--- config.mk ---
export PLATFORM = sky130hd
export DESIGN_NAME = module_sideband
export DESIGN_NICKNAME = d
export VERILOG_FILES = /design/src/logic/module_sideband.v /design/src/logic/twi_target.v
export VERILOG_INCLUDE_DIRS = /design/src /design/src/logic
export SDC_FILE = /design/constraint.sdc
export NUM_CORES = 1
export LEC_CHECK = 0
export BUFFER_PORTS_ARGS = -buffer_cell sky130_fd_sc_hd__buf_4
export CAP_MARGIN = 25
export CORE_MARGIN = 5
export CORE_UTILIZATION = 55
export CTS_CLUSTER_DIAMETER = 30
export DETAILED_ROUTE_END_ITERATION = 8
export PLACE_DENSITY = 0.92
export SETUP_SLACK_MARGIN = 0.1
export SLEW_MARGIN = 20
export SYNTH_ARGS = -nofsm -noshare
export SYNTH_HDL_FRONTEND = slang
export SYNTH_SLANG_ARGS = --single-unit
--- constraint.sdc ---
create_clock -name ref_clk -period 3.8 [get_ports ref_clk]
set_input_delay 0.19 -clock ref_clk [delete_from_list [all_inputs] [get_ports ref_clk]]
set_output_delay 0.19 -clock ref_clk [all_outputs]
set_load 0.005 [all_outputs]
--- src/logic/sideband_defines.vh ---
`ifndef SIDEBAND_DEFINES_VH
`define SIDEBAND_DEFINES_VH

// ----------------------------------------
// Serial bus address and map
// ----------------------------------------
`define DEV_ADDR 7'h50
`define OFS_STATUS 8'h02
`define STATUS_READY_BIT 0
`define STATUS_INT_BIT 1
`define OFS_FLAG_BASE 8'h03
`define FLAG_BYTES 8'h0a
`define OFS_MON_BASE 8'h16
`define MON_BYTES 8'h1c
`define OFS_POWER 8'h5d
`define BIT_PWR_OVERRIDE 0
`define BIT_PWR_SET 1
`define OFS_SET_BASE 8'h60
`define SET_BYTES 8'h06
`define SETTING_RESET 8'h00

// ----------------------------------------
// Fixed thresholds {high alarm, low alarm, high warn, low warn}
// ----------------------------------------
`define TH_TEMP 64'h4b00_0100_4600_0300
`define TH_VCC 64'h8c3c_7148_8840_7530
`define TH_RX_POWER 64'h6000_0100_5000_0200
`define TH_TX_BIAS 64'h9000_0800_8000_1000
`define TH_TX_POWER 64'h6000_0200_5000_0400

// ----------------------------------------
// Timing
// ----------------------------------------
`define CLK_PERIOD_NS 5
`define RESET_MIN_NS 10000
`define RESET_MIN_CYC 12'd2000
`define INIT_TIME_NS 2000
`define INIT_CYC 12'd400
`endif

--- src/logic/module_sideband.v ---
`timescale 1ns/1ps
`include "sideband_defines.vh"
module module_sideband (
  // Clock and reset
  input wire ref_clk,
  input wire rst_b,
  // Host control pins
  input wire module_select_n,
  input wire module_reset_n,
  input wire low_power_request,
  input wire scl,
  input wire sda_in,
  output reg sda_out,
  output wire sda_oe_n,
  output reg interrupt_n_out,
  output reg interrupt_n_oe_n,
  output reg module_present_n,
  // Optical path status
  input wire [3:0] tx_signal_loss_flag,
  input wire [3:0] rx_signal_loss_flag,
  input wire [3:0] tx_lock_loss_flag,
  input wire [3:0] rx_lock_loss_flag,
  input wire [3:0] tx_fault,
  // Diagnostic monitors
  input wire [15:0] temp_monitor,
  input wire [15:0] vcc_monitor,
  input wire [63:0] rx_power_monitor,
  input wire [63:0] tx_bias_monitor,
  input wire [63:0] tx_power_monitor,
  // Lane controls
  output reg high_power_enable,
  output wire [15:0] tx_equalization,
  output wire [15:0] rx_output_amplitude,
  output wire [15:0] rx_output_emphasis
);
  // ----------------------------------------
  // Pin synchronisers
  // ----------------------------------------
  wire [4:0] pin_raw;
  reg [4:0] pin_meta_reg;
  reg [4:0] pin_sync_reg;
  wire scl_s;
  wire sda_s;
  wire select_s;
  wire reset_pin_s;
  wire low_power_s;

  assign pin_raw = {low_power_request, module_reset_n, module_select_n, sda_in, scl};

  genvar gp;
  generate
    for (gp = 0; gp < 5; gp = gp + 1) begin : g_sync
      always @(posedge ref_clk or negedge rst_b) begin
        if (!rst_b) begin
          pin_meta_reg[gp] <= 1'b1;
          pin_sync_reg[gp] <= 1'b1;
        end else begin
          pin_meta_reg[gp] <= pin_raw[gp];
          pin_sync_reg[gp] <= pin_meta_reg[gp];
        end
      end
    end
  endgenerate

  assign scl_s = pin_sync_reg[0];
  assign sda_s = pin_sync_reg[1];
  assign select_s = !pin_sync_reg[2];
  assign reset_pin_s = pin_sync_reg[3];
  assign low_power_s = pin_sync_reg[4];

  // ----------------------------------------
  // Serial bus target
  // ----------------------------------------
  wire [7:0] reg_addr;
  wire wr_strobe;
  wire [7:0] wr_data;
  wire rd_strobe;
  reg [7:0] rd_data;

  twi_target u_twi (
    .ref_clk(ref_clk),
    .rst_b(rst_b),
    .scl_level(scl_s),
    .sda_level(sda_s),
    .enable(select_s),
    .sda_oe_n(sda_oe_n),
    .reg_addr(reg_addr),
    .wr_strobe(wr_strobe),
    .wr_data(wr_data),
    .rd_strobe(rd_strobe),
    .rd_data(rd_data)
  );

  // ----------------------------------------
  // Reset pin filter and initialisation
  // ----------------------------------------
  reg [11:0] reset_cnt_reg;
  reg reset_hold_reg;
  reg [11:0] init_cnt_reg;
  reg not_ready_reg;
  reg reset_done_reg;
  wire status_read;

  assign status_read = rd_strobe && (reg_addr == `OFS_STATUS);

  always @(posedge ref_clk or negedge rst_b) begin
    if (!rst_b) begin
      reset_cnt_reg <= 12'h000;
      reset_hold_reg <= 1'b0;
      init_cnt_reg <= 12'h000;
      not_ready_reg <= 1'b1;
      reset_done_reg <= 1'b0;
    end else begin
      if (reset_pin_s) begin
        reset_cnt_reg <= 12'h000;
        reset_hold_reg <= 1'b0;
      end else if (reset_cnt_reg < `RESET_MIN_CYC) begin
        reset_cnt_reg <= reset_cnt_reg + 12'h001;
      end else begin
        reset_hold_reg <= 1'b1;
      end
      if (reset_hold_reg) begin
        init_cnt_reg <= 12'h000;
        not_ready_reg <= 1'b1;
        reset_done_reg <= 1'b0;
      end else if (not_ready_reg) begin
        if (init_cnt_reg == `INIT_CYC - 12'h001) begin
          not_ready_reg <= 1'b0;
          reset_done_reg <= 1'b1;
        end else begin
          init_cnt_reg <= init_cnt_reg + 12'h001;
        end
      end else if (status_read) begin
        reset_done_reg <= 1'b0;
      end
    end
  end

  // ----------------------------------------
  // Monitor threshold compare
  // ----------------------------------------
  wire [223:0] mon_all;
  wire [55:0] mon_flag;

  assign mon_all = {tx_power_monitor, tx_bias_monitor, rx_power_monitor, vcc_monitor,
                    temp_monitor};

  function [63:0] threshold;
    input integer idx;
    begin
      if (idx == 0) begin
        threshold = `TH_TEMP;
      end else if (idx == 1) begin
        threshold = `TH_VCC;
      end else if (idx < 6) begin
        threshold = `TH_RX_POWER;
      end else if (idx < 10) begin
        threshold = `TH_TX_BIAS;
      end else begin
        threshold = `TH_TX_POWER;
      end
    end
  endfunction

  genvar gm;
  generate
    for (gm = 0; gm < 14; gm = gm + 1) begin : g_mon
      wire [15:0] value;
      wire [63:0] th;
      assign value = mon_all[16 * gm +: 16];
      assign th = threshold(gm);
      assign mon_flag[4 * gm +: 4] = {value > th[63:48], value < th[47:32],
                                      value > th[31:16], value < th[15:0]};
    end
  endgenerate

  // ----------------------------------------
  // Latched flags
  // ----------------------------------------
  wire [79:0] live_flag;
  reg [79:0] latched_reg;
  wire flag_any;

  assign live_flag = {mon_flag, tx_lock_loss_flag, rx_lock_loss_flag, 4'h0, tx_fault,
                      tx_signal_loss_flag, rx_signal_loss_flag};
  assign flag_any = |latched_reg;

  genvar gf;
  generate
    for (gf = 0; gf < 10; gf = gf + 1) begin : g_flag
      wire clear_rd;
      assign clear_rd = rd_strobe && (reg_addr == `OFS_FLAG_BASE + gf);
      always @(posedge ref_clk or negedge rst_b) begin
        if (!rst_b) begin
          latched_reg[8 * gf +: 8] <= 8'h00;
        end else if (reset_hold_reg) begin
          latched_reg[8 * gf +: 8] <= 8'h00;
        end else if (clear_rd) begin
          latched_reg[8 * gf +: 8] <= live_flag[8 * gf +: 8];
        end else begin
          latched_reg[8 * gf +: 8] <= live_flag[8 * gf +: 8] | latched_reg[8 * gf +: 8];
        end
      end
    end
  endgenerate

  // ----------------------------------------
  // Host settings
  // ----------------------------------------
  reg [7:0] set_reg [0:5];
  reg power_override_reg;
  reg power_set_reg;

  genvar gs;
  generate
    for (gs = 0; gs < 6; gs = gs + 1) begin : g_set
      always @(posedge ref_clk or negedge rst_b) begin
        if (!rst_b) begin
          set_reg[gs] <= `SETTING_RESET;
        end else if (reset_hold_reg) begin
          set_reg[gs] <= `SETTING_RESET;
        end else if (wr_strobe && reg_addr == `OFS_SET_BASE + gs) begin
          set_reg[gs] <= wr_data;
        end
      end
    end
  endgenerate

  assign tx_equalization = {set_reg[1], set_reg[0]};
  assign rx_output_amplitude = {set_reg[3], set_reg[2]};
  assign rx_output_emphasis = {set_reg[5], set_reg[4]};

  always @(posedge ref_clk or negedge rst_b) begin
    if (!rst_b) begin
      power_override_reg <= 1'b0;
      power_set_reg <= 1'b0;
    end else if (reset_hold_reg) begin
      power_override_reg <= 1'b0;
      power_set_reg <= 1'b0;
    end else if (wr_strobe && reg_addr == `OFS_POWER) begin
      power_override_reg <= wr_data[`BIT_PWR_OVERRIDE];
      power_set_reg <= wr_data[`BIT_PWR_SET];
    end
  end

  // ----------------------------------------
  // Pin outputs
  // ----------------------------------------
  wire int_active;

  assign int_active = reset_done_reg || flag_any;

  always @(posedge ref_clk or negedge rst_b) begin
    if (!rst_b) begin
      module_present_n <= 1'b0;
      sda_out <= 1'b0;
      interrupt_n_out <= 1'b0;
      interrupt_n_oe_n <= 1'b1;
      high_power_enable <= 1'b0;
    end else begin
      module_present_n <= 1'b0;
      sda_out <= 1'b0;
      interrupt_n_out <= 1'b0;
      interrupt_n_oe_n <= !int_active;
      high_power_enable <= !not_ready_reg && !reset_hold_reg &&
                           (!low_power_s || (power_override_reg && power_set_reg));
    end
  end

  // ----------------------------------------
  // Read data
  // ----------------------------------------
  reg [7:0] flag_idx;
  reg [7:0] mon_idx;
  reg [7:0] set_idx;
  reg [15:0] mon_word;

  always @* begin
    flag_idx = reg_addr - `OFS_FLAG_BASE;
    mon_idx = reg_addr - `OFS_MON_BASE;
    set_idx = reg_addr - `OFS_SET_BASE;
    mon_word = 16'h0000;
    rd_data = 8'h00;
    if (reg_addr == `OFS_STATUS) begin
      rd_data = {6'h00, int_active, not_ready_reg};
    end else if (reg_addr >= `OFS_FLAG_BASE && flag_idx < `FLAG_BYTES) begin
      rd_data = latched_reg[{flag_idx[3:0], 3'b000} +: 8];
    end else if (reg_addr >= `OFS_MON_BASE && mon_idx < `MON_BYTES) begin
      mon_word = mon_all[{mon_idx[4:1], 4'h0} +: 16];
      rd_data = mon_idx[0] ? mon_word[7:0] : mon_word[15:8];
    end else if (reg_addr == `OFS_POWER) begin
      rd_data = {6'h00, power_set_reg, power_override_reg};
    end else if (reg_addr >= `OFS_SET_BASE && set_idx < `SET_BYTES) begin
      rd_data = set_reg[set_idx[2:0]];
    end
  end
endmodule

--- src/logic/twi_target.v ---
`timescale 1ns/1ps
`include "sideband_defines.vh"
module twi_target (
  // Clock and reset
  input wire ref_clk,
  input wire rst_b,
  // Synchronised bus levels
  input wire scl_level,
  input wire sda_level,
  input wire enable,
  output wire sda_oe_n,
  // Register access
  output wire [7:0] reg_addr,
  output wire wr_strobe,
  output wire [7:0] wr_data,
  output wire rd_strobe,
  input wire [7:0] rd_data
);
  localparam ST_IDLE = 4'h0;
  localparam ST_ADDR = 4'h1;
  localparam ST_ADDR_ACK = 4'h2;
  localparam ST_PTR = 4'h3;
  localparam ST_PTR_ACK = 4'h4;
  localparam ST_WR = 4'h5;
  localparam ST_WR_ACK = 4'h6;
  localparam ST_RD = 4'h7;
  localparam ST_RD_ACK = 4'h8;

  reg [3:0] state_reg;
  reg [3:0] bcnt_reg;
  reg [7:0] shift_reg;
  reg [7:0] ptr_reg;
  reg rw_reg;
  reg ack_reg;
  reg scl_prev_reg;
  reg sda_prev_reg;
  reg sda_oe_n_reg;
  reg wr_strobe_reg;
  reg rd_strobe_reg;

  assign sda_oe_n = sda_oe_n_reg;
  assign reg_addr = ptr_reg;
  assign wr_strobe = wr_strobe_reg;
  assign wr_data = shift_reg;
  assign rd_strobe = rd_strobe_reg;

  // ----------------------------------------
  // Bus state machine
  // ----------------------------------------
  always @(posedge ref_clk or negedge rst_b) begin
    if (!rst_b) begin
      state_reg <= ST_IDLE;
      bcnt_reg <= 4'h0;
      shift_reg <= 8'h00;
      ptr_reg <= 8'h00;
      rw_reg <= 1'b0;
      ack_reg <= 1'b0;
      scl_prev_reg <= 1'b1;
      sda_prev_reg <= 1'b1;
      sda_oe_n_reg <= 1'b1;
      wr_strobe_reg <= 1'b0;
      rd_strobe_reg <= 1'b0;
    end else begin
      scl_prev_reg <= scl_level;
      sda_prev_reg <= sda_level;
      wr_strobe_reg <= 1'b0;
      rd_strobe_reg <= 1'b0;
      if (!enable) begin
        state_reg <= ST_IDLE;
        sda_oe_n_reg <= 1'b1;
      end else if (scl_level && scl_prev_reg && sda_prev_reg && !sda_level) begin
        state_reg <= ST_ADDR;
        bcnt_reg <= 4'h0;
        sda_oe_n_reg <= 1'b1;
      end else if (scl_level && scl_prev_reg && !sda_prev_reg && sda_level) begin
        state_reg <= ST_IDLE;
        sda_oe_n_reg <= 1'b1;
      end else if (scl_level && !scl_prev_reg) begin
        case (state_reg)
          ST_ADDR, ST_PTR, ST_WR: begin
            shift_reg <= {shift_reg[6:0], sda_level};
            bcnt_reg <= bcnt_reg + 4'h1;
          end
          ST_RD: begin
            bcnt_reg <= bcnt_reg + 4'h1;
          end
          ST_RD_ACK: begin
            ack_reg <= !sda_level;
          end
          default: begin
            bcnt_reg <= bcnt_reg;
          end
        endcase
      end else if (!scl_level && scl_prev_reg) begin
        case (state_reg)
          ST_ADDR: begin
            if (bcnt_reg == 4'h8) begin
              if (shift_reg[7:1] == `DEV_ADDR) begin
                rw_reg <= shift_reg[0];
                sda_oe_n_reg <= 1'b0;
                state_reg <= ST_ADDR_ACK;
              end else begin
                state_reg <= ST_IDLE;
              end
            end
          end
          ST_ADDR_ACK, ST_RD_ACK: begin
            bcnt_reg <= 4'h0;
            if ((state_reg == ST_ADDR_ACK && rw_reg) || (state_reg == ST_RD_ACK && ack_reg)) begin
              shift_reg <= rd_data;
              sda_oe_n_reg <= rd_data[7];
              rd_strobe_reg <= 1'b1;
              state_reg <= ST_RD;
            end else if (state_reg == ST_ADDR_ACK) begin
              sda_oe_n_reg <= 1'b1;
              state_reg <= ST_PTR;
            end else begin
              sda_oe_n_reg <= 1'b1;
              state_reg <= ST_IDLE;
            end
          end
          ST_PTR: begin
            if (bcnt_reg == 4'h8) begin
              ptr_reg <= shift_reg;
              sda_oe_n_reg <= 1'b0;
              state_reg <= ST_PTR_ACK;
            end
          end
          ST_PTR_ACK, ST_WR_ACK: begin
            bcnt_reg <= 4'h0;
            sda_oe_n_reg <= 1'b1;
            state_reg <= ST_WR;
          end
          ST_WR: begin
            if (bcnt_reg == 4'h8) begin
              wr_strobe_reg <= 1'b1;
              sda_oe_n_reg <= 1'b0;
              state_reg <= ST_WR_ACK;
            end
          end
          ST_RD: begin
            if (bcnt_reg == 4'h8) begin
              sda_oe_n_reg <= 1'b1;
              ptr_reg <= ptr_reg + 8'h01;
              state_reg <= ST_RD_ACK;
            end else begin
              shift_reg <= {shift_reg[6:0], 1'b0};
              sda_oe_n_reg <= shift_reg[6];
            end
          end
          default: begin
            sda_oe_n_reg <= 1'b1;
          end
        endcase
      end
      if (wr_strobe_reg) begin
        ptr_reg <= ptr_reg + 8'h01;
      end
    end
  end
endmodule

==> metrics.txt <==
clock skew=0.0190 ns; top post-synthesis cells by area=dfrtp_1, mux4_2, a21oi_1, nor2_1, mux2i_1; Post-synth EDFFs=0; top post-synthesis cells by count=dfrtp_1, nor2_1, nand2_1, a21oi_1, mux4_2; cts bufs inserted=17; total global-route track usage=0.401; die width=approximately 160 microns; hold_buf cts=26; Final Hold Fails=0; Clock Root Buffer=clkbuf_16; DP HPWL=42600 microns; Core Rows=56; post-layout min period=3.30 ns; Static Leak=6.92 nW; Synth Cell Area=13000 sq um; R2R setup slack=0.50 ns; DR vias=13500; Required @ worst endpoint=between 4 and 5 ns; reg-to-reg startpoint=u_twi.reg_addr[1]; CTS resizes=0; Die Y=~160 microns; GPL Wtd Cong=1.06; H-tree Lvls=4; fmax=0.303 GHz; count of unique library cells instantiated by Yosys=79; Slew Limit Fails=0; Routed WL per cell=27.1 microns; largest net degree at the start of global routing=114; DIE AREA=26800 sq um; hold path depth=3; Max Cap Violations=0; CTS tree=built; worst skew pair latency=0.45 ns; Critical Path Fanout Max=54; Setup violations, final=0; Clk pin slew, worst setup/hold paths=approximately 0.08 ns; Routed WL=approximately 54000 microns; Slew @ Worst Pin=0.984 ns; most common flop cell mapped by yosys=dfrtp_1; Power Density=285 nW/um^2; Clock Tree Buf Depth=2; Antenna Nets Post-Route=0; min-delay src=tx_power_monitor[15]; Starting Density=0.556; CP Class=reg -> reg; post-route setup TNS=0 ns; Overflow after GRT=0; Seq/Total Area, Yosys=0.378; Synth Register Bits=196; Syn-to-layout area delta=25.4%; fin nets=1924; worst hold margin=0.0172 ns; HP Class=in -> reg; top-count cell post-synth=dfrtp_1; max reg flops=between 70 and 80; Buffers on Ports=301; # IOs=around 310; Synth Warn #=0; total power=4.65 mW; number of global-route vias before repair=13300; first-pass GRT wire length=a little over 80000 microns; top cell type's share of synthesized area=0.348; fill cell count=about 1800; layout cells sized above 1=0.284; CP endpoint kind=flop; Vias/cell=between 6 and 7; crit start category=flop; Synth area leader=dfrtp_1; number of remaining DRC errors=0; initial antenna violation count=1; RSZ-0062 raised after global routing=no; initial DRC count=1917; RR Endpoint=u_twi.wr_data[7]; critical path arrival=about 3.7 ns; relative slew slack=0.341; Setup Buffers After CTS=0; cell count of the worst reg-to-reg path=10; Async S/R FF share, synth=1.00; Gate Count Post-Synth=around 1400; area of the core=23400 sq um; syn avg cell area=approximately 9.5 sq um; Worst Hold Path EP=latched_reg[65]; clock sink total=196; outcome=complete, no violations; TritonRoute pass-1 iters=6; maximum vdd drop=a little under 0.3 mV; period utilization=0.869
[worst max path at each step]
stage | end | slack, ns | start
final | u_twi.wr_data[7] | 0.50 | u_twi.reg_addr[1]
after global routing | u_twi.wr_data[7] | 0.21 | u_twi.reg_addr[1]
after CTS | u_twi.wr_data[7] | 0.49 | u_twi.reg_addr[1]
after detailed placement | u_twi.wr_data[7] | 0.50 | u_twi.reg_addr[1]
after global placement | u_twi.wr_data[7] | 0.58 | u_twi.reg_addr[1]
after floorplan | u_twi.wr_data[6] | 0.49 | u_twi.reg_addr[1]
[power breakdown]
group / total, mW / switching [mW] / internal (mW)
registers: 2.22 / 0.0824 / 2.13
clock network: 1.81 / 0.928 / 0.886
logic: 0.616 / 0.310 / 0.306
total: 4.65 / 1.32 / 3.33
[critical path, stage by stage (launching register included)]
cell and delay [ns]:
dfrtp_4 0.43, buf_4 0.71, ha_1 0.37, xor2_1 0.09, buf_4 0.23, or3_1 0.35
a31oi_1 0.16, a32oi_1 0.12, nor3_1 0.35, nor2_1 0.09, o31ai_1 0.26
[kinds of logic after synthesis]
logic type / count (synthesis) / synth area share
adder cells (fa/ha/maj): 18 / 0.0173
other: 1 / 0.000288
multiplexers: 147 / 0.183
flip-flops: 196 / 0.378
AND/OR/NAND/NOR: 554 / 0.206
AO/OA/AOI/OAI: 314 / 0.154
buffers and inverters: 113 / 0.0398
XOR/XNOR: 30 / 0.0219
[metrics by stage]
stage | instance area (sq um) | util | std cells | worst slack, ns
after floorplan | 13000 | - | 1375 | 0.492
after global placement | 15500 | 0.661 | 1929 | 0.581
after detailed placement | 15500 | 0.661 | 1929 | 0.500
after CTS | 16300 | 0.697 | 1987 | 0.488
after global routing | 16300 | 0.697 | 1988 | 0.207
final | 16300 | 0.697 | 1988 | 0.497
[per-layer routing]
metal | up-vias | GRT usage | part of all wire
met1 | 6562 | 0.505 | 0.36
met3 | 216 | 0.0755 | 0.092
li1 | 5713 | - | -
met4 | 0 | 0.184 | 0.057
met5 | - | 0 | 0
met2 | 993 | 0.672 | 0.49
[cell type report]
| type | count | area, sq um | area share |
|---|---|---|---|
| sequential | 196 | 4930 | 0.302 |
| tap | 319 | 399 | 0.0245 |
| timing repair buffer | 351 | 2730 | 0.167 |
| clock inverter | 14 | 161 | 0.00989 |
| clock buffer | 18 | 429 | 0.0263 |
| antenna | 1 | 2.50 | 0.000153 |
| multi-input combinational | 1066 | 7580 | 0.464 |
| inverter | 23 | 86.3 | 0.00529 |
[layout by cell type (no fill, tap or decap), drive strengths merged, types with 22 or more instances in the layout]
master         n
a21oi        132
buf          324
dfrtp        181
dlygate4sd3   26
inv           27
mux2i         62
mux4          71
nand2        140
nand3         60
nand4         22
nor2         173
nor3          35
nor4          51
o21ai         49
Power figures use the tool's default switching activity.
